--- src/verilog/ckpc_cfg.svh ---
`ifndef CKPC_CFG_SVH
`define CKPC_CFG_SVH

// timing
`define CKPC_CLK_PERIOD_NS 10
`define CKPC_STEP_MIN_NS 100
// strictly longer than 100 ns: 11 samples at 10 ns
`define CKPC_STEP_MIN_CYC ((`CKPC_STEP_MIN_NS / `CKPC_CLK_PERIOD_NS) + 1)
`define CKPC_LOCK_PPM 1000
`define CKPC_PPM_SCALE 1000000
`define CKPC_CAL_CYC 5000
`define CKPC_LOS_CYC 64

// register offsets
`define CKPC_REG_CTRL 4'h0
`define CKPC_REG_STAT 4'h1
`define CKPC_REG_IRQ_STAT 4'h2
`define CKPC_REG_IRQ_MASK 4'h3
`define CKPC_REG_PHASE 4'h4
`define CKPC_REG_FREQ 4'h5

// ctrl field positions
`define CKPC_CTRL_SPREAD_OUTS 3:0
`define CKPC_CTRL_FSTEP_OUTS 7:4
`define CKPC_CTRL_SE_FB 8
`define CKPC_CTRL_ZDM 9
`define CKPC_CTRL_RST 32'h0000_0000

// irq bit positions
`define CKPC_IRQ_PUP 0
`define CKPC_IRQ_PDN 1
`define CKPC_IRQ_FUP 2
`define CKPC_IRQ_FDN 3
`define CKPC_IRQ_LOS 4
`define CKPC_IRQ_LOL 5

`endif

--- src/verilog/ckpc_pkg.sv ---
package ckpc_pkg;

  typedef enum logic [1:0] {
    CKPC_ROLE_CLOCK_SE,
    CKPC_ROLE_PHASE,
    CKPC_ROLE_FREQ
  } ckpc_role_e;

  typedef struct packed {
    logic up;
    logic down;
  } ckpc_step_s;

  typedef struct packed {
    logic [3:0] addr;
    logic [31:0] wdata;
    logic wr;
    logic rd;
  } ckpc_bus_s;

endpackage

--- src/verilog/ckpc_step_qual.sv ---
`timescale 1ns/1ps
`include "ckpc_cfg.svh"

module ckpc_step_qual #(
  parameter int MIN_CYC = `CKPC_STEP_MIN_CYC
) (
  // clock and reset
  input wire logic clk,
  input wire logic nrst,
  // raw pin
  input wire logic pin,
  // one pulse per request
  output logic step
);

  typedef enum {CKPC_SQ_IDLE, CKPC_SQ_HIGH, CKPC_SQ_ARMED, CKPC_SQ_LOW} ckpc_sq_e;

  logic meta_q;
  logic sync_q;
  logic [15:0] cnt_q;
  logic [15:0] cnt_d;
  logic step_q;
  logic step_d;
  ckpc_sq_e st_q;
  ckpc_sq_e st_d;
  wire logic cnt_done = (cnt_q >= 16'(MIN_CYC - 1));

  // two-stage synchroniser; only sync_q feeds logic
  always_ff @(posedge clk) begin
    if (!nrst) begin
      meta_q <= 1'b0;
      sync_q <= 1'b0;
    end else begin
      meta_q <= pin;
      sync_q <= meta_q;
    end
  end

  // high of qualifying width, then qualifying low, then one pulse
  always_comb begin
    st_d = st_q;
    cnt_d = cnt_q;
    step_d = 1'b0;
    unique case (st_q)
      CKPC_SQ_IDLE: begin
        cnt_d = 16'h0000;
        if (sync_q) begin
          // this first high sample already counts toward the width
          st_d = CKPC_SQ_HIGH;
          cnt_d = 16'h0001;
        end
      end
      CKPC_SQ_HIGH: begin
        if (!sync_q) begin
          st_d = CKPC_SQ_IDLE;
        end else if (cnt_done) begin
          st_d = CKPC_SQ_ARMED;
          cnt_d = 16'h0000;
        end else begin
          cnt_d = cnt_q + 16'h0001;
        end
      end
      CKPC_SQ_ARMED: begin
        cnt_d = 16'h0000;
        if (!sync_q) begin
          st_d = CKPC_SQ_LOW;
          cnt_d = 16'h0001;
        end
      end
      CKPC_SQ_LOW: begin
        if (sync_q) begin
          // low too short: discard, count this high as the start of a new request
          st_d = CKPC_SQ_HIGH;
          cnt_d = 16'h0001;
        end else if (cnt_done) begin
          st_d = CKPC_SQ_IDLE;
          step_d = 1'b1;
        end else begin
          cnt_d = cnt_q + 16'h0001;
        end
      end
    endcase
  end

  always_ff @(posedge clk) begin
    if (!nrst) begin
      st_q <= CKPC_SQ_IDLE;
      cnt_q <= 16'h0000;
      step_q <= 1'b0;
    end else begin
      st_q <= st_d;
      cnt_q <= cnt_d;
      step_q <= step_d;
    end
  end

  assign step = step_q;

endmodule

--- src/verilog/ckpc_pin_ctrl.sv ---
// The register offsets and strobed register access were chosen for this implementation.
`timescale 1ns/1ps
`include "ckpc_cfg.svh"

module ckpc_pin_ctrl #(
  parameter ckpc_pkg::ckpc_role_e ROLE = ckpc_pkg::CKPC_ROLE_PHASE,
  parameter int CAL_CYC = `CKPC_CAL_CYC,
  parameter int LOS_CYC = `CKPC_LOS_CYC,
  parameter int WIN_BITS = 16
) (
  // clock and reset
  input wire logic clk,
  input wire logic nrst,
  // multipurpose pins
  input wire logic control_input_first,
  input wire logic control_input_second,
  input wire logic spread_control_input,
  // feedback sources
  input wire logic diff_feedback_in,
  input wire logic single_ended_feedback_in,
  // detector activity from the synthesis core
  input wire logic ref_edge,
  input wire logic fb_edge,
  // reference clock from control_input_first in clock role, and the selected feedback
  output logic single_ended_ref_in,
  output logic feedback_sel,
  // register port
  input wire logic [3:0] reg_addr,
  input wire logic [31:0] reg_wdata,
  input wire logic reg_wr,
  input wire logic reg_rd,
  output logic [31:0] reg_rdata,
  // step and spread controls toward the synthesis core
  output ckpc_pkg::ckpc_step_s phase_step,
  output ckpc_pkg::ckpc_step_s freq_step,
  output logic [3:0] spread_on,
  output logic signal_loss,
  output logic lock_loss,
  // open-drain alarm
  output logic loss_alarm_o,
  output logic loss_alarm_oe,
  output logic irq
);

  // ****************************************
  // pin qualification
  // ****************************************
  logic up_raw;
  logic dn_raw;
  logic sp_meta_q;
  logic sp_sync_q;
  wire logic spread_enable_n = sp_sync_q;
  wire logic step_role = (ROLE != ckpc_pkg::CKPC_ROLE_CLOCK_SE);

  ckpc_step_qual u_up (.clk(clk), .nrst(nrst), .pin(control_input_first), .step(up_raw));
  ckpc_step_qual u_dn (.clk(clk), .nrst(nrst), .pin(control_input_second), .step(dn_raw));

  always_ff @(posedge clk) begin
    if (!nrst) begin
      sp_meta_q <= 1'b1;
      sp_sync_q <= 1'b1;
    end else begin
      sp_meta_q <= spread_control_input;
      sp_sync_q <= sp_meta_q;
    end
  end

  // clock role passes control_input_first straight through; no step logic acts
  assign single_ended_ref_in = (ROLE == ckpc_pkg::CKPC_ROLE_CLOCK_SE) & control_input_first;

  // ****************************************
  // control register
  // ****************************************
  logic [31:0] ctrl_q;
  logic [5:0] ist_q;
  logic [5:0] imask_q;
  logic [15:0] phase_q;
  logic [15:0] freq_q;

  wire logic [3:0] spread_outs = ctrl_q[`CKPC_CTRL_SPREAD_OUTS];
  wire logic [3:0] fstep_outs = ctrl_q[`CKPC_CTRL_FSTEP_OUTS];
  wire logic zdm = ctrl_q[`CKPC_CTRL_ZDM];

  assign spread_on = spread_enable_n ? 4'h0 : spread_outs;
  // stepped output blocked while spread runs on it
  wire logic fstep_blocked = |(spread_on & fstep_outs);

  wire logic do_pup = step_role & (ROLE == ckpc_pkg::CKPC_ROLE_PHASE) & up_raw;
  wire logic do_pdn = step_role & (ROLE == ckpc_pkg::CKPC_ROLE_PHASE) & dn_raw;
  wire logic do_fup = (ROLE == ckpc_pkg::CKPC_ROLE_FREQ) & up_raw & ~fstep_blocked;
  wire logic do_fdn = (ROLE == ckpc_pkg::CKPC_ROLE_FREQ) & dn_raw & ~fstep_blocked;

  // the core applies steps; counters here only track net steps taken
  always_ff @(posedge clk) begin
    if (!nrst) begin
      phase_step <= '0;
      freq_step <= '0;
      phase_q <= 16'h0000;
      freq_q <= 16'h0000;
    end else begin
      phase_step <= '{up: do_pup, down: do_pdn};
      freq_step <= '{up: do_fup, down: do_fdn};
      phase_q <= phase_q + {15'h0000, do_pup} - {15'h0000, do_pdn};
      freq_q <= freq_q + {15'h0000, do_fup} - {15'h0000, do_fdn};
    end
  end

  // feedback only meaningful in zero-delay mode
  assign feedback_sel = zdm & (ctrl_q[`CKPC_CTRL_SE_FB] & (ROLE == ckpc_pkg::CKPC_ROLE_CLOCK_SE)
    ? single_ended_feedback_in : diff_feedback_in);

  // ****************************************
  // calibration, signal and lock monitors
  // ****************************************
  logic [15:0] cal_q;
  logic [7:0] los_q;
  logic [WIN_BITS-1:0] win_q;
  logic [WIN_BITS-1:0] refc_q;
  logic [WIN_BITS-1:0] fbc_q;
  logic lol_q;
  wire logic cal_busy = (cal_q != 16'(CAL_CYC));
  wire logic win_end = (win_q == {WIN_BITS{1'b1}});
  wire logic [WIN_BITS-1:0] diff_cnt = (refc_q > fbc_q) ? refc_q - fbc_q : fbc_q - refc_q;
  // diff/ref > 1000 ppm, i.e. diff * 1e6 > ref * 1000
  wire logic [63:0] lhs = 64'(diff_cnt) * 64'(`CKPC_PPM_SCALE);
  wire logic [63:0] rhs = 64'(refc_q) * 64'(`CKPC_LOCK_PPM);
  wire logic over_ppm = (lhs > rhs);

  always_ff @(posedge clk) begin
    if (!nrst) begin
      cal_q <= 16'h0000;
      los_q <= 8'h00;
      win_q <= '0;
      refc_q <= '0;
      fbc_q <= '0;
      lol_q <= 1'b0;
    end else begin
      if (cal_busy) begin
        cal_q <= cal_q + 16'h0001;
      end
      if (ref_edge) begin
        los_q <= 8'h00;
      end else if (los_q != 8'(LOS_CYC)) begin
        los_q <= los_q + 8'h01;
      end
      win_q <= win_q + 1'b1;
      if (win_end) begin
        lol_q <= over_ppm;
        refc_q <= '0;
        fbc_q <= '0;
      end else begin
        refc_q <= refc_q + {{(WIN_BITS-1){1'b0}}, ref_edge};
        fbc_q <= fbc_q + {{(WIN_BITS-1){1'b0}}, fb_edge};
      end
    end
  end

  assign signal_loss = (los_q == 8'(LOS_CYC));
  assign lock_loss = lol_q & ~cal_busy;

  // open drain: pull low when clear, release so pull-up reads 1 on loss
  assign loss_alarm_o = 1'b0;
  assign loss_alarm_oe = ~(signal_loss | lock_loss);

  // ****************************************
  // interrupts and register port
  // ****************************************
  wire logic [5:0] ev = {lock_loss, signal_loss, do_fdn, do_fup, do_pdn, do_pup};
  wire logic hit_ctrl = (reg_addr == `CKPC_REG_CTRL);
  wire logic hit_ist = (reg_addr == `CKPC_REG_IRQ_STAT);
  wire logic hit_imask = (reg_addr == `CKPC_REG_IRQ_MASK);
  wire logic [5:0] w1c = (reg_wr & hit_ist) ? reg_wdata[5:0] : 6'h00;
  logic [31:0] rd_mux;

  always_comb begin
    unique case (reg_addr)
      `CKPC_REG_CTRL: rd_mux = {22'h000000, ctrl_q[9:0]};
      `CKPC_REG_STAT: rd_mux = {28'h0000000, cal_busy, loss_alarm_oe, lock_loss, signal_loss};
      `CKPC_REG_IRQ_STAT: rd_mux = {26'h0000000, ist_q};
      `CKPC_REG_IRQ_MASK: rd_mux = {26'h0000000, imask_q};
      `CKPC_REG_PHASE: rd_mux = {16'h0000, phase_q};
      `CKPC_REG_FREQ: rd_mux = {16'h0000, freq_q};
      default: rd_mux = 32'h0000_0000;
    endcase
  end

  always_ff @(posedge clk) begin
    if (!nrst) begin
      ctrl_q <= `CKPC_CTRL_RST;
      ist_q <= 6'h00;
      imask_q <= 6'h00;
      reg_rdata <= 32'h0000_0000;
    end else begin
      if (reg_wr & hit_ctrl) begin
        ctrl_q <= {22'h000000, reg_wdata[9:0]};
      end
      if (reg_wr & hit_imask) begin
        imask_q <= reg_wdata[5:0];
      end
      // set wins over a same-cycle clear
      ist_q <= (ist_q & ~w1c) | ev;
      reg_rdata <= reg_rd ? rd_mux : 32'h0000_0000;
    end
  end

  assign irq = |(ist_q & imask_q);

endmodule

--- config.mk ---
export PLATFORM = sky130hd
export DESIGN_NAME = ckpc_pin_ctrl
export DESIGN_NICKNAME = d
export VERILOG_FILES = /design/src/verilog/ckpc_pkg.sv /design/src/verilog/ckpc_step_qual.sv /design/src/verilog/ckpc_pin_ctrl.sv
export VERILOG_INCLUDE_DIRS = /design/src /design/src/verilog
export SDC_FILE = /design/constraint.sdc
export NUM_CORES = 1
export LEC_CHECK = 0
export CAP_MARGIN = 10
export CORE_MARGIN = 5
export CORE_UTILIZATION = 30
export DETAILED_ROUTE_END_ITERATION = 8
export DONT_BUFFER_PORTS = 1
export MAX_ROUTING_LAYER = met4
export SLEW_MARGIN = 30
export SYNTH_ARGS = -nofsm -noshare
export SYNTH_HDL_FRONTEND = slang
export SYNTH_SLANG_ARGS = --single-unit
--- constraint.sdc ---
create_clock -name clk -period 10.7 [get_ports clk]
set_input_delay 2.14 -clock clk [delete_from_list [all_inputs] [get_ports clk]]
set_output_delay 2.14 -clock clk [all_outputs]
set_load 0.01 [all_outputs]
; After elaboration in Yosys (flattened, before gate mapping)
; Cells that the tools add are included.
[word_totals]
regBits = 249
in_bits = 47
output_inout_bits = 47
wordCells = 130
[op_classes]
add_sub_neg = 11
n_mul = 2
order_cmp = 4
n_eq_ne = 26
n_mux = 34
n_bitwise = 15
reduce_logical = 13
[ops]
columns = operator, count
row1 = $mux 32, 12
row2 = $pmux 32 s4, 2
row3 = $mux 16, 9
row4 = $eq 32x2->1 const B, 4
row5 = $pmux 16 s4, 2
row6 = $pmux 16 s5, 1
row7 = $add 16x1->16 const B, 4
row8 = $eq 32x1->1 const B, 2
row9 = $logic_not 32->1, 2
row10 = $add 16x1->16, 3
row11 = $gt 36x26->1, 1
row12 = $ge 16x4->1 const B, 2
row13 = $sub 16x16->16, 2
row14 = $mul 16x14->30 const B, 1
row15 = $mul 16x7->23 const B, 1
row16 = $eq 16x16->1 const B, 1
row17 = $gt 16x16->1, 1
row18 = $ne 16x13->1 const B, 1
row19 = $sub 16x1->16, 1
row20 = $and 6x6->6, 2
row21 = $add 8x1->8 const B, 1
row22 = $eq 4x2->1 const B, 2
row23 = $eq 8x7->1 const B, 1
row24 = $ne 2x1->1 const B, 4
row25 = other kinds (21), 43

; Longest topological paths before layout
; Gate-level depths: netlist (run 1).
[logic_depth]
depth_word = 6
ltp_mapped = 41
mapped_depth_nobuf = 40

; By module
; A second synthesis (run 1) with hierarchy kept.
[hier_totals]
hier_cells = 1818
hier_area_um2 = 16329.4
[modules_own_cells]
columns = module, n_inst, cells_per_inst, area_each_um2, seq_area_each_um2
row1 = ckpc_pin_ctrl, 1, 1583, 14173.6, 2622.5
row2 = ckpc_step_qual at u_up, 1, 132, 1153.6, 420.4
row3 = ckpc_step_qual at u_dn, 1, 103, 1002.2, 420.4

; Worst setup path after synthesis (run 1)
; Ideal clock, no wire load.
[synth_timing]
path_kind = register to register
start = register refc_q[14]
end = register lol_q
setup_ns = 0.128
arrival_time_ns = 8.340
required_time_ns = 10.572
setup_slack_ns = 2.232
stages_incl_launch_ff = 37
path_buffers = 1
period_less_slack_ns = 8.468
cell_sequence = dfxtp_1 -> inv_1 -> ha_1 -> buf_2 -> nand2_1 -> nor3_2 -> nand3_2 -> a21oi_1 -> nor2_1 -> a21oi_1 -> xor2_1 -> ha_1 -> fa_1 -> fa_1 -> inv_1 -> fa_1 -> inv_1 -> ha_1 -> inv_1 -> fa_1 -> inv_1 -> ha_1 -> or2_2 -> o32a_1 -> nand3_1 -> nand2b_1 -> a21oi_1 -> xnor2_1 -> ha_1 -> and4_1 -> nand3_1 -> nor4_1 -> nand4_1 -> a32oi_1 -> o2111ai_1 -> a2111oi_0 -> nor2_1
[synth_via]
elab_chain_cells = 4
word_cells_on_any_way = 7
cone_classes = add/sub: 2 / mul: 2 / order compare: 2 / mux: 1
[synth_rtl]
columns = item, line
row1 = start: declaration, ckpc_pin_ctrl.sv:118  ; logic [WIN_BITS-1:0] refc_q;
row2 = start signal: assignment, ckpc_pin_ctrl.sv:152  ; refc_q <= refc_q + {{(WIN_BITS-1){1'b0}}, ref_edge};
row3 = $sub 16x16->16 / $gt 16x16->1 (equally long branches), ckpc_pin_ctrl.sv:123  ; wire logic [WIN_BITS-1:0] diff_cnt = (refc_q > fbc_q) ? refc_q - fbc_q : fbc_q - refc_q;
row4 = $mux 16, ckpc_pin_ctrl.sv:123
row5 = $mul 16x14->30, ckpc_pin_ctrl.sv:125  ; wire logic [63:0] lhs = 64'(diff_cnt) * 64'(`CKPC_PPM_SCALE);
row6 = $gt 36x26->1 *, ckpc_pin_ctrl.sv:127  ; wire logic over_ppm = (lhs > rhs);
row7 = end signal: assignment, ckpc_pin_ctrl.sv:148  ; lol_q <= over_ppm;
row8 = end: declaration, ckpc_pin_ctrl.sv:120  ; logic lol_q;
; Mark *: on every way between the ends. The rest lies on a longest branch, timed or not.
; A chain may end at the register's enable or synchronous reset.

; Final worst setup path (run 1)
[layout_timing]
start = register refc_q[12]
end = register lol_q
; Same word-level chain as after synthesis.

==> impl_metrics.env, run 1 <==
export IMPL_track_usage=0.1286
export IMPL_seq_area_frac_synth=0.2136
export IMPL_reg2reg_to="lol_q$_SDFFE_PN0P_"
export IMPL_grt_pass1_vias=12580
export IMPL_min_path_type="reg -> reg"
export IMPL_grtUsageMet2=0.2096
export IMPL_busiest_layer="met2"
export IMPL_cp_endpoint="lol_q$_SDFFE_PN0P_"
export IMPL_fin_setup_tns_ns=0
export IMPL_ys_warn_count=0
export IMPL_antenna_found_initial=1
export IMPL_max_cap_violations=0
export IMPL_fin_crit_sh=0.9314
export IMPL_cts_tree="done"
export IMPL_drive_gt1_frac=0.05083
export IMPL_syn_inst=1850
export IMPL_cp_end_kind="flip-flop"
export IMPL_r2r_start="refc_q[12]$_SDFF_PP0_"
export IMPL_async_flop_share=0
export IMPL_numCtsBuffers=17
export IMPL_coreArea_um2=53710
export IMPL_cp_max_fo=11
export IMPL_rsz0062_at_grt="false"
export IMPL_drt_drc_violations_left=0
export IMPL_cp_required_ns=11.05
export IMPL_synth_ff_type="dfxtp_1"
export IMPL_cts_buffer_depth=2
export IMPL_status="finished, final reports clean"
export IMPL_critPathLaunch="refc_q[12]$_SDFF_PP0_"
export IMPL_ys_ff_latch=173
export IMPL_cp_data_arrival_time_ns=10.31
export IMPL_grt_use_met3=0.02350
export IMPL_crit_slowest_cell="dfxtp_1"
export IMPL_wl_per_cell_um=14.32
export IMPL_synth_edff_count=0
export IMPL_syn_area_um2=16220
export IMPL_die_h_um=242.5
export IMPL_ys_top_cells_by_area="dfxtp_1 21%, ha_1 18%, fa_1 13%, xnor2_1 4.9%, inv_1 4.8%"
export IMPL_syn2layout_area_growth_pct=9.082
export IMPL_htree_levels=4
export IMPL_yosysTopAreaCell="dfxtp_1"
export IMPL_core_rowCount=85
export IMPL_max_slew_margin=0.3992
export IMPL_hold_viol=0
export IMPL_min_from="sp_meta_q$_SDFF_PN1_"
export IMPL_r2r_slack_ns=0.73
export IMPL_clock_sinks=173
export IMPL_first_pass_iters=5
export IMPL_postRouteAntennaNets=0
export IMPL_nets=2251
export IMPL_final_common_cell="ha_1"
export IMPL_synth_top_area_share=0.2136
export IMPL_worst_pin_slew_ns=0.8973
export IMPL_slew_violations=0
export IMPL_grt_remaining_overflow=0
export IMPL_period_needed_ns=9.966
export IMPL_use_met1=0.1647
export IMPL_cts_root_buf="clkbuf_16"
export IMPL_max_stage_delay_ns=0.64
export IMPL_dr_first_iter_drc_count=813
export IMPL_yosysUniqueCellTypes=80
export IMPL_grt_max_degree=102
export IMPL_chipWidth_um=242.5
export IMPL_io_pins=94
export IMPL_fin_skew_ns=0.02554
export IMPL_via_per_inst=4.923
export IMPL_dp_hpwl_um=29750
export IMPL_via_count=12630
export IMPL_setup_viol=0
export IMPL_totalWireLength_um=36740
export IMPL_gp_congestion=0.8774
export IMPL_grt_pass1_wl_um=61960
export IMPL_fmax_mhz=100.3
export IMPL_numPortBuffers=0
export IMPL_synth_area_per_cell_um2=8.765
export IMPL_initial_core_util=0.3019
export IMPL_crit_path_start_kind="flip-flop"
export IMPL_r2r_cells=36
export IMPL_worstSetupPathType="reg -> reg"
export IMPL_final_cell_mix="239 x ha_1, 207 x inv_1, 173 x dfxtp_1"
export IMPL_clkTransAtPathRegs_ns=0.09
export IMPL_clock_latency_ns=0.47
export IMPL_dieArea_um2=58800
through the flow:
| stage | cell area [um^2] | setup slack [ns] | util | cells | hold slack (ns) |
|---|---|---|---|---|---|
| 2_1_floorplan | 16290 | 2.232 | - | 1869 | 0.3863 |
| 3_3_place_gp | 17060 | 0.6930 | 0.3176 | 2533 | 0.4019 |
| 3_5_place_dp | 17060 | 0.5561 | 0.3176 | 2533 | 0.4018 |
| 4_1_cts | 17670 | 0.5105 | 0.3291 | 2565 | 0.4277 |
| 5_1_grt | 17690 | 0.1105 | 0.3293 | 2566 | 0.4526 |
| 6_report | 17690 | 0.7336 | 0.3293 | 2566 | 0.4224 |
sequential cells by signal, summed over array words and instances (netlist names), 2 cells and up, named ones only:
| signal | flops |
|---|---|
| cal_q | 16 |
| fbc_q | 16 |
| phase_q | 16 |
| refc_q | 16 |
| reg_rdata | 16 |
| u_dn.cnt_q | 16 |
| u_up.cnt_q | 16 |
| win_q | 16 |
| ctrl_q | 10 |
| los_q | 8 |
| imask_q | 6 |
| ist_q | 6 |
| phase_step | 2 |
metal layers:
metal	vias up	wire length [um]
met5	-	0
met4	0	715
met3	48	1416
met2	209	17280
met1	6037	17330
li1	6339	-
layout make-up:
| type | instances | area [um^2] |
|---|---|---|
| antenna | 1 | 2.502 |
| clock buffer | 17 | 425.4 |
| clock inverter | 15 | 188.9 |
| fill | 5526 | 36020 |
| inverter | 207 | 777.0 |
| multi-input combinational | 1428 | 11740 |
| sequential | 173 | 3463 |
| tap | 696 | 870.8 |
| timing repair buffer | 29 | 217.7 |
cells in the mapped netlist (5+ instances only):
library cell    n
ha_1          239
inv_1         207
dfxtp_1       173
nor2_1        138
nand2_1       117
fa_1          109
xnor2_1        91
a21oi_1        89
o21ai_0        67
nand3_1        64
and2_1         55
a21o_1         40
nor2b_1        33
and3_1         32
a21boi_0       31
clkbuf_1       30
xor2_1         30
buf_4          25
nor3_1         24
a31oi_1        20
or3_1          20
nand2b_1       16
nand4_1        14
nor4_1         13
a22oi_1        12
o21a_1         11
or2_2           9
o211ai_1        8
o21bai_1        8
a211oi_1        7
a211o_1         6
a222oi_1        6
nand3b_1        6
and4_1          5
mux2i_1         5
o21ai_1         5
worst max-delay path, delay by kind of cell, from the launching register on:
family	cells	cell delay (ns)
AND/OR/NAND/NOR	9	1.90
buffers and inverters	6	0.58
AO/OA/AOI/OAI	9	2.54
flip-flops	1	0.64
multiplexers	1	0.34
adder cells (fa/ha/maj)	9	3.52
XOR/XNOR	2	0.33
cells by family (layout without fill, tap and decap cells):
logic type / Yosys count / in the layout / share of synthesized area
and+or+nand+nor: 567 / 567 / 0.1769
xor gates and xnor gates: 121 / 121 / 0.06535
muxes: 8 / 8 / 0.005401
other: 1 / 21 / 0.0002313
AOI/OAI and AO/OA: 364 / 364 / 0.1509
buffers and inverters: 268 / 268 / 0.06867
adders and majority gates: 348 / 348 / 0.3190
DFF: 173 / 173 / 0.2136
how the worst min path moves through the flow:
stage | endpoint | slack (ns) | depth (start not counted)
5_1_grt | sp_sync_q$_SDFF_PN1_ | 0.45 | 1
3_5_place_dp | sp_sync_q$_SDFF_PN1_ | 0.40 | 1
4_1_cts | sp_sync_q$_SDFF_PN1_ | 0.43 | 1
6_report | sp_sync_q$_SDFF_PN1_ | 0.42 | 1
3_3_place_gp | sp_sync_q$_SDFF_PN1_ | 0.40 | 1
2_1_floorplan | sp_sync_q$_SDFF_PN1_ | 0.39 | 1
repair_timing:
action                                  CTS  global route
hold buffers                              0             0
endpoints found under the setup margin    0             1
gates resized for setup                   0             1
setup buffers                             0             0
Power of run 1 is not shown: default switching activity piles up to over one toggle a cycle in this logic, so the estimate is an artifact.
==> run 2, diff against run 1 <==
--- a/config.mk
+++ b/config.mk
@@ -9,6 +9,7 @@
 export CAP_MARGIN = 10
 export CORE_MARGIN = 5
 export CORE_UTILIZATION = 30
+export CTS_CLUSTER_DIAMETER = 60
 export DETAILED_ROUTE_END_ITERATION = 8
 export DONT_BUFFER_PORTS = 1
 export MAX_ROUTING_LAYER = met4
==> constraint.sdc (replaced) <==
create_clock -name clk -period 8.34 [get_ports clk]
set_input_delay 1.668 -clock clk [delete_from_list [all_inputs] [get_ports clk]]
set_output_delay 1.668 -clock clk [all_outputs]
set_load 0.01 [all_outputs]
==> run 2 against run 1 <==
Global-route usage grew 0.97 points; clock skew decreased by 0.014 ns; core utilization increased by 3.7 points; routed wire length rose by 7.8%; first-iteration DRC count shrank 25%; register-to-register slack got worse by 0.61 ns; worst hold slack improved by 0.0038 ns; count of clock-buffer cells in the layout rose by 1; fmax rose by 21%; flip-flop and latch count did not move; final cell count is 7.3% higher; die area stayed put.
==> impl_metrics.env, run 2 (synthesis gave the netlist of run 1 again) <==
export IMPL_max_cap_violations=0
export IMPL_gp_congestion=0.8829
export IMPL_fin_crit_sh=0.9857
export IMPL_cp_data_arrival_time_ns=8.55
export IMPL_worst_pin_slew_ns=0.9017
export IMPL_dr_first_iter_drc_count=608
export IMPL_hold_viol=0
export IMPL_cp_max_fo=4
export IMPL_dieArea_um2=58800
export IMPL_fin_setup_tns_ns=0
export IMPL_antenna_found_initial=2
export IMPL_cp_end_kind="flip-flop"
export IMPL_max_slew_margin=0.3962
export IMPL_fmax_mhz=121.6
export IMPL_die_h_um=242.5
export IMPL_drive_gt1_frac=0.1829
export IMPL_wl_per_cell_um=14.39
export IMPL_clock_latency_ns=0.45
export IMPL_dp_cells=2698
export IMPL_rsz0062_at_grt="true"
export IMPL_cts_buffer_depth=2
export IMPL_via_count=13410
export IMPL_initial_core_util=0.3019
export IMPL_grtUsageMet2=0.2315
export IMPL_dp_hpwl_um=32420
export IMPL_grt_remaining_overflow=0
export IMPL_cp_required_ns=8.67
export IMPL_numPortBuffers=0
export IMPL_final_cell_mix="214 x ha_1, 211 x buf_4, 199 x inv_1"
export IMPL_coreArea_um2=53710
export IMPL_crit_path_start_kind="flip-flop"
export IMPL_core_rowCount=85
export IMPL_grt_use_met3=0.02140
export IMPL_htree_levels=4
export IMPL_use_met1=0.1775
export IMPL_nets=2439
export IMPL_status="finished, final reports clean"
export IMPL_totalWireLength_um=39610
export IMPL_fillCellCount=5442
export IMPL_numCtsBuffers=17
export IMPL_clock_sinks=173
export IMPL_chipWidth_um=242.5
export IMPL_final_area_um2=19690
export IMPL_io_pins=94
export IMPL_track_usage=0.1383
export IMPL_max_stage_delay_ns=0.51
export IMPL_via_per_inst=4.871
export IMPL_grt_pass1_vias=13630
export IMPL_grt_pass1_wl_um=66660
export IMPL_layout_setup_ws_ns=0.1194
export IMPL_placed_area_um2=18350
export IMPL_period_needed_ns=8.221
export IMPL_cts_tree="done"
export IMPL_crit_slowest_cell="fa_1"
export IMPL_slew_violations=0
export IMPL_first_pass_iters=7
export IMPL_min_path_type="reg -> reg"
export IMPL_final_common_cell="ha_1"
export IMPL_pre_cts_ws_ns=-0.7908
export IMPL_worstSetupPathType="reg -> reg"
export IMPL_grt_max_degree=102
export IMPL_clkTransAtPathRegs_ns=0.07
export IMPL_drt_drc_violations_left=0
export IMPL_setup_viol=0
export IMPL_postRouteAntennaNets=0
export IMPL_syn2layout_area_growth_pct=21.44
export IMPL_cts_root_buf="clkbuf_16"
export IMPL_busiest_layer="met2"
export IMPL_fin_skew_ns=0.01126
export IMPL_fin_cells=2753
## run 2: stage by stage
stage	util	hold slack, ns
floorplan	-	0.3863
global placement	0.3415	0.4004
detailed placement	0.3417	0.4055
CTS	0.3636	0.4335
global route	0.3666	0.4510
finish	0.3666	0.4261
## run 2: layout make-up
cell class	count	area (um^2)	share of cell area
inverter	207	777.0	0.03946
sequential	173	3487	0.1771
antenna	1	2.502	0.0001271
timing repair buffer	217	1665	0.08457
clock inverter	13	132.6	0.006735
clock buffer	18	429.2	0.02179
tap	696	870.8	0.04422
multi-input combinational	1428	12330	0.6260
## run 2: path summary, 6_finish.rpt
kind / from / to / slack [ns] / depth (start not counted)
max: refc_q[0]$_SDFF_PP0_ / lol_q$_SDFFE_PN0P_ / 0.12 / 39
min: sp_meta_q$_SDFF_PN1_ / sp_sync_q$_SDFF_PN1_ / 0.43 / 1
max reg2reg: refc_q[0]$_SDFF_PP0_ / lol_q$_SDFFE_PN0P_ / 0.12 / 39
min reg2reg: sp_meta_q$_SDFF_PN1_ / sp_sync_q$_SDFF_PN1_ / 0.43 / 1
## run 2: repair_timing
action,CTS,global route
hold buffers,0,0
pin swaps,54,36
gates resized for setup,94,23
setup buffers,14,10
endpoints found under the setup margin,1,1
## run 2: metal layers
metal | up-vias | routed length (um) | part of all wire
met2 | 216 | 19320 | 0.49
met5 | - | 0 | 0
met1 | 6450 | 18340 | 0.46
met3 | 43 | 1373 | 0.035
met4 | 0 | 574 | 0.014
li1 | 6700 | - | -
## run 2: critical path: cells and delay by family (launching register included)
kind                       cells  cell delay, ns
AOI/OAI and AO/OA              8            1.64
xor gates and xnor gates       2            0.20
adders and majority gates     10            3.37
buffers and inverters          8            0.62
DFF                            1            0.33
muxes                          1            0.23
and+or+nand+nor               10            1.70
Power of run 2 is left out for the same reason.
==> run 3, diff against run 2 <==
--- a/config.mk
+++ b/config.mk
@@ -6,6 +6,7 @@
 export SDC_FILE = /design/constraint.sdc
 export NUM_CORES = 1
 export LEC_CHECK = 0
+export ABC_AREA = 1
 export CAP_MARGIN = 10
 export CORE_MARGIN = 5
 export CORE_UTILIZATION = 30
@@ -13,7 +14,7 @@
 export DETAILED_ROUTE_END_ITERATION = 8
 export DONT_BUFFER_PORTS = 1
 export MAX_ROUTING_LAYER = met4
-export SLEW_MARGIN = 30
+export SLEW_MARGIN = 40
 export SYNTH_ARGS = -nofsm -noshare
 export SYNTH_HDL_FRONTEND = slang
 export SYNTH_SLANG_ARGS = --single-unit
==> constraint.sdc (replaced) <==
create_clock -name clk -period 8.79 [get_ports clk]
set_input_delay 1.758 -clock clk [delete_from_list [all_inputs] [get_ports clk]]
set_output_delay 1.758 -clock clk [all_outputs]
set_load 0.01 [all_outputs]
==> run 3 against run 2 <==
Routed wire length down 1.2%; core utilization down 3.0 points; synthesized cell count up 14%; synthesized area up 0.21%; flip-flop and latch count unchanged; clock skew up 0.0094 ns; final cell count up 4.7%; die area up 0.20%; critical path depth up 3; register-to-register slack better by 0.50 ns.
==> impl_metrics.env, run 3 <==
export IMPL_status="finished, final reports clean"
export IMPL_crit_path_start_kind="flip-flop"
export IMPL_synth_common_cells="395 x inv_1, 335 x nand2_1, 239 x ha_1"
export IMPL_totalWireLength_um=39130
export IMPL_clock_sinks=173
export IMPL_ys_top_cells_by_area="dfxtp_1 21%, ha_1 18%, fa_1 13%, inv_1 9.1%, nand2_1 7.7%"
export IMPL_via_per_inst=4.696
export IMPL_io_pins=94
export IMPL_async_flop_share=0
export IMPL_fin_cells=2883
export IMPL_yosysTopAreaCell="dfxtp_1"
export IMPL_cts_root_buf="clkbuf_16"
export IMPL_max_slew_margin=0.4666
export IMPL_core_rowCount=85
export IMPL_seq_area_frac_synth=0.2131
export IMPL_syn_inst=2116
export IMPL_setup_viol=0
export IMPL_clkTransAtPathRegs_ns=0.08
export IMPL_placed_area_um2=17400
export IMPL_hold_viol=0
export IMPL_postRouteAntennaNets=0
export IMPL_clock_latency_ns=0.43
export IMPL_synth_edff_count=0
export IMPL_coreArea_um2=53710
export IMPL_cp_required_ns=9.11
export IMPL_synth_ff_type="dfxtp_1"
export IMPL_fin_crit_sh=0.9292
export IMPL_grt_pass1_vias=13440
export IMPL_numPortBuffers=0
export IMPL_synth_top_area_share=0.2131
export IMPL_busiest_layer="met2"
export IMPL_dieArea_um2=58920
export IMPL_wl_per_cell_um=13.57
export IMPL_synth_area_per_cell_um2=7.679
export IMPL_drive_gt1_frac=0.06264
export IMPL_worstSetupPathType="reg -> reg"
export IMPL_crit_family="adder cells"
export IMPL_grt_max_degree=70
export IMPL_slew_violations=0
export IMPL_gp_congestion=0.9521
export IMPL_dp_cells=2850
export IMPL_dp_hpwl_um=32330
export IMPL_period_needed_ns=8.168
export IMPL_drt_drc_violations_left=0
export IMPL_path_buf_inv=7
export IMPL_cts_tree="done"
export IMPL_cp_data_arrival_time_ns=8.49
export IMPL_syn_area_um2=16250
export IMPL_final_area_um2=18080
export IMPL_chipWidth_um=242.7
export IMPL_max_stage_delay_ns=0.56
export IMPL_via_count=13540
export IMPL_die_h_um=242.7
export IMPL_yosysMostFrequentCell="inv_1"
export IMPL_grtUsageMet2=0.2232
export IMPL_post_cts_hold_buffer_count=0
export IMPL_fmax_mhz=122.4
export IMPL_min_path_type="reg -> reg"
export IMPL_crit_slowest_cell="fa_1"
export IMPL_cp_max_fo=15
export IMPL_ys_ff_latch=173
export IMPL_multiInputGateArea_um2=11120
export IMPL_grt_pass1_wl_um=65460
export IMPL_use_met1=0.1743
export IMPL_antenna_found_initial=0
export IMPL_pre_cts_ws_ns=0.2530
export IMPL_fin_skew_ns=0.02070
export IMPL_layout_setup_ws_ns=0.6219
export IMPL_fillCellCount=5560
export IMPL_grt_remaining_overflow=0
export IMPL_grt_use_met3=0.01573
export IMPL_max_cap_violations=0
export IMPL_ys_warn_count=0
export IMPL_nets=2569
export IMPL_dr_first_iter_drc_count=522
export IMPL_track_usage=0.1346
export IMPL_numCtsBuffers=17
export IMPL_regArea_um2=3463
export IMPL_worst_pin_slew_ns=0.7927
export IMPL_diodes=0
export IMPL_cts_buffer_depth=2
export IMPL_hold_ws_ns=0.4214
export IMPL_yosysUniqueCellTypes=60
export IMPL_first_pass_iters=5
export IMPL_syn2layout_area_growth_pct=11.30
export IMPL_htree_levels=4
export IMPL_initial_core_util=0.3026
export IMPL_final_cell_mix="393 x inv_1, 335 x nand2_1, 239 x ha_1"
export IMPL_cp_end_kind="flip-flop"
export IMPL_final_common_cell="inv_1"
run 3: cell count changes in the layout (fill, tap and decap cells not counted), sizes merged, moves of 38 or more:
cell	delta
buf	-149
xnor2	-66
inv	+188
a21oi	+78
nand2	+225
nor3	+38
and2	-54
run 3: cells by family after synthesis:
| logic type | after synthesis | share of synthesized area |
|---|---|---|
| other | 1 | 0.0002308 |
| AND/OR/NAND/NOR | 722 | 0.1930 |
| buffers and inverters | 446 | 0.1099 |
| flip-flops | 173 | 0.2131 |
| XOR/XNOR | 83 | 0.04635 |
| AO/OA/AOI/OAI | 343 | 0.1191 |
| adder cells (fa/ha/maj) | 348 | 0.3183 |
run 3: metrics by stage:
step,util,setup TNS [ns]
6_report,0.3367,0
5_1_grt,0.3367,-0.02412
4_1_cts,0.3356,0
3_5_place_dp,0.3240,0
3_3_place_gp,0.3240,0
2_1_floorplan,-,0
run 3: layer usage:
metal  wire length [um]  vias up
met5                  0        -
met4                989        0
met3               1308       55
met2              18600      234
met1              18240     6315
li1                   -     6935
run 3: worst reg2reg max path: cells and delay by family (launching register included):
kind,cells,cell delay (ns)
xor gates and xnor gates,2,0.28
DFF,1,0.32
adders and majority gates,10,3.70
AOI/OAI and AO/OA,4,0.83
buffers and inverters,7,0.66
and+or+nand+nor,19,2.28
run 3: repair_timing:
action                     4_1_cts  5_1_grt
setup endpoints to repair        0        1
buffers inserted                 0        1
resized for setup                0        9
run 3: layout make-up:
class	count	share of cell area
Multi-Input combinational cell	1516	0.6151
Sequential cell	173	0.1915
Inverter	399	0.08288
Tap cell	696	0.04815
Timing Repair Buffer	67	0.02781
Clock buffer	17	0.02352
Clock inverter	15	0.01107
run 3: path summary, 6_finish.rpt:
kind         cells after the start                   end  slack, ns                 start
min                              1  sp_sync_q$_SDFF_PN1_       0.42  sp_meta_q$_SDFF_PN1_
max reg2reg                     42    lol_q$_SDFFE_PN0P_       0.62  refc_q[0]$_SDFF_PP0_
max                             42    lol_q$_SDFFE_PN0P_       0.62  refc_q[0]$_SDFF_PP0_
min reg2reg                      1  sp_sync_q$_SDFF_PN1_       0.42  sp_meta_q$_SDFF_PN1_
Power of run 3 is left out for the same reason.
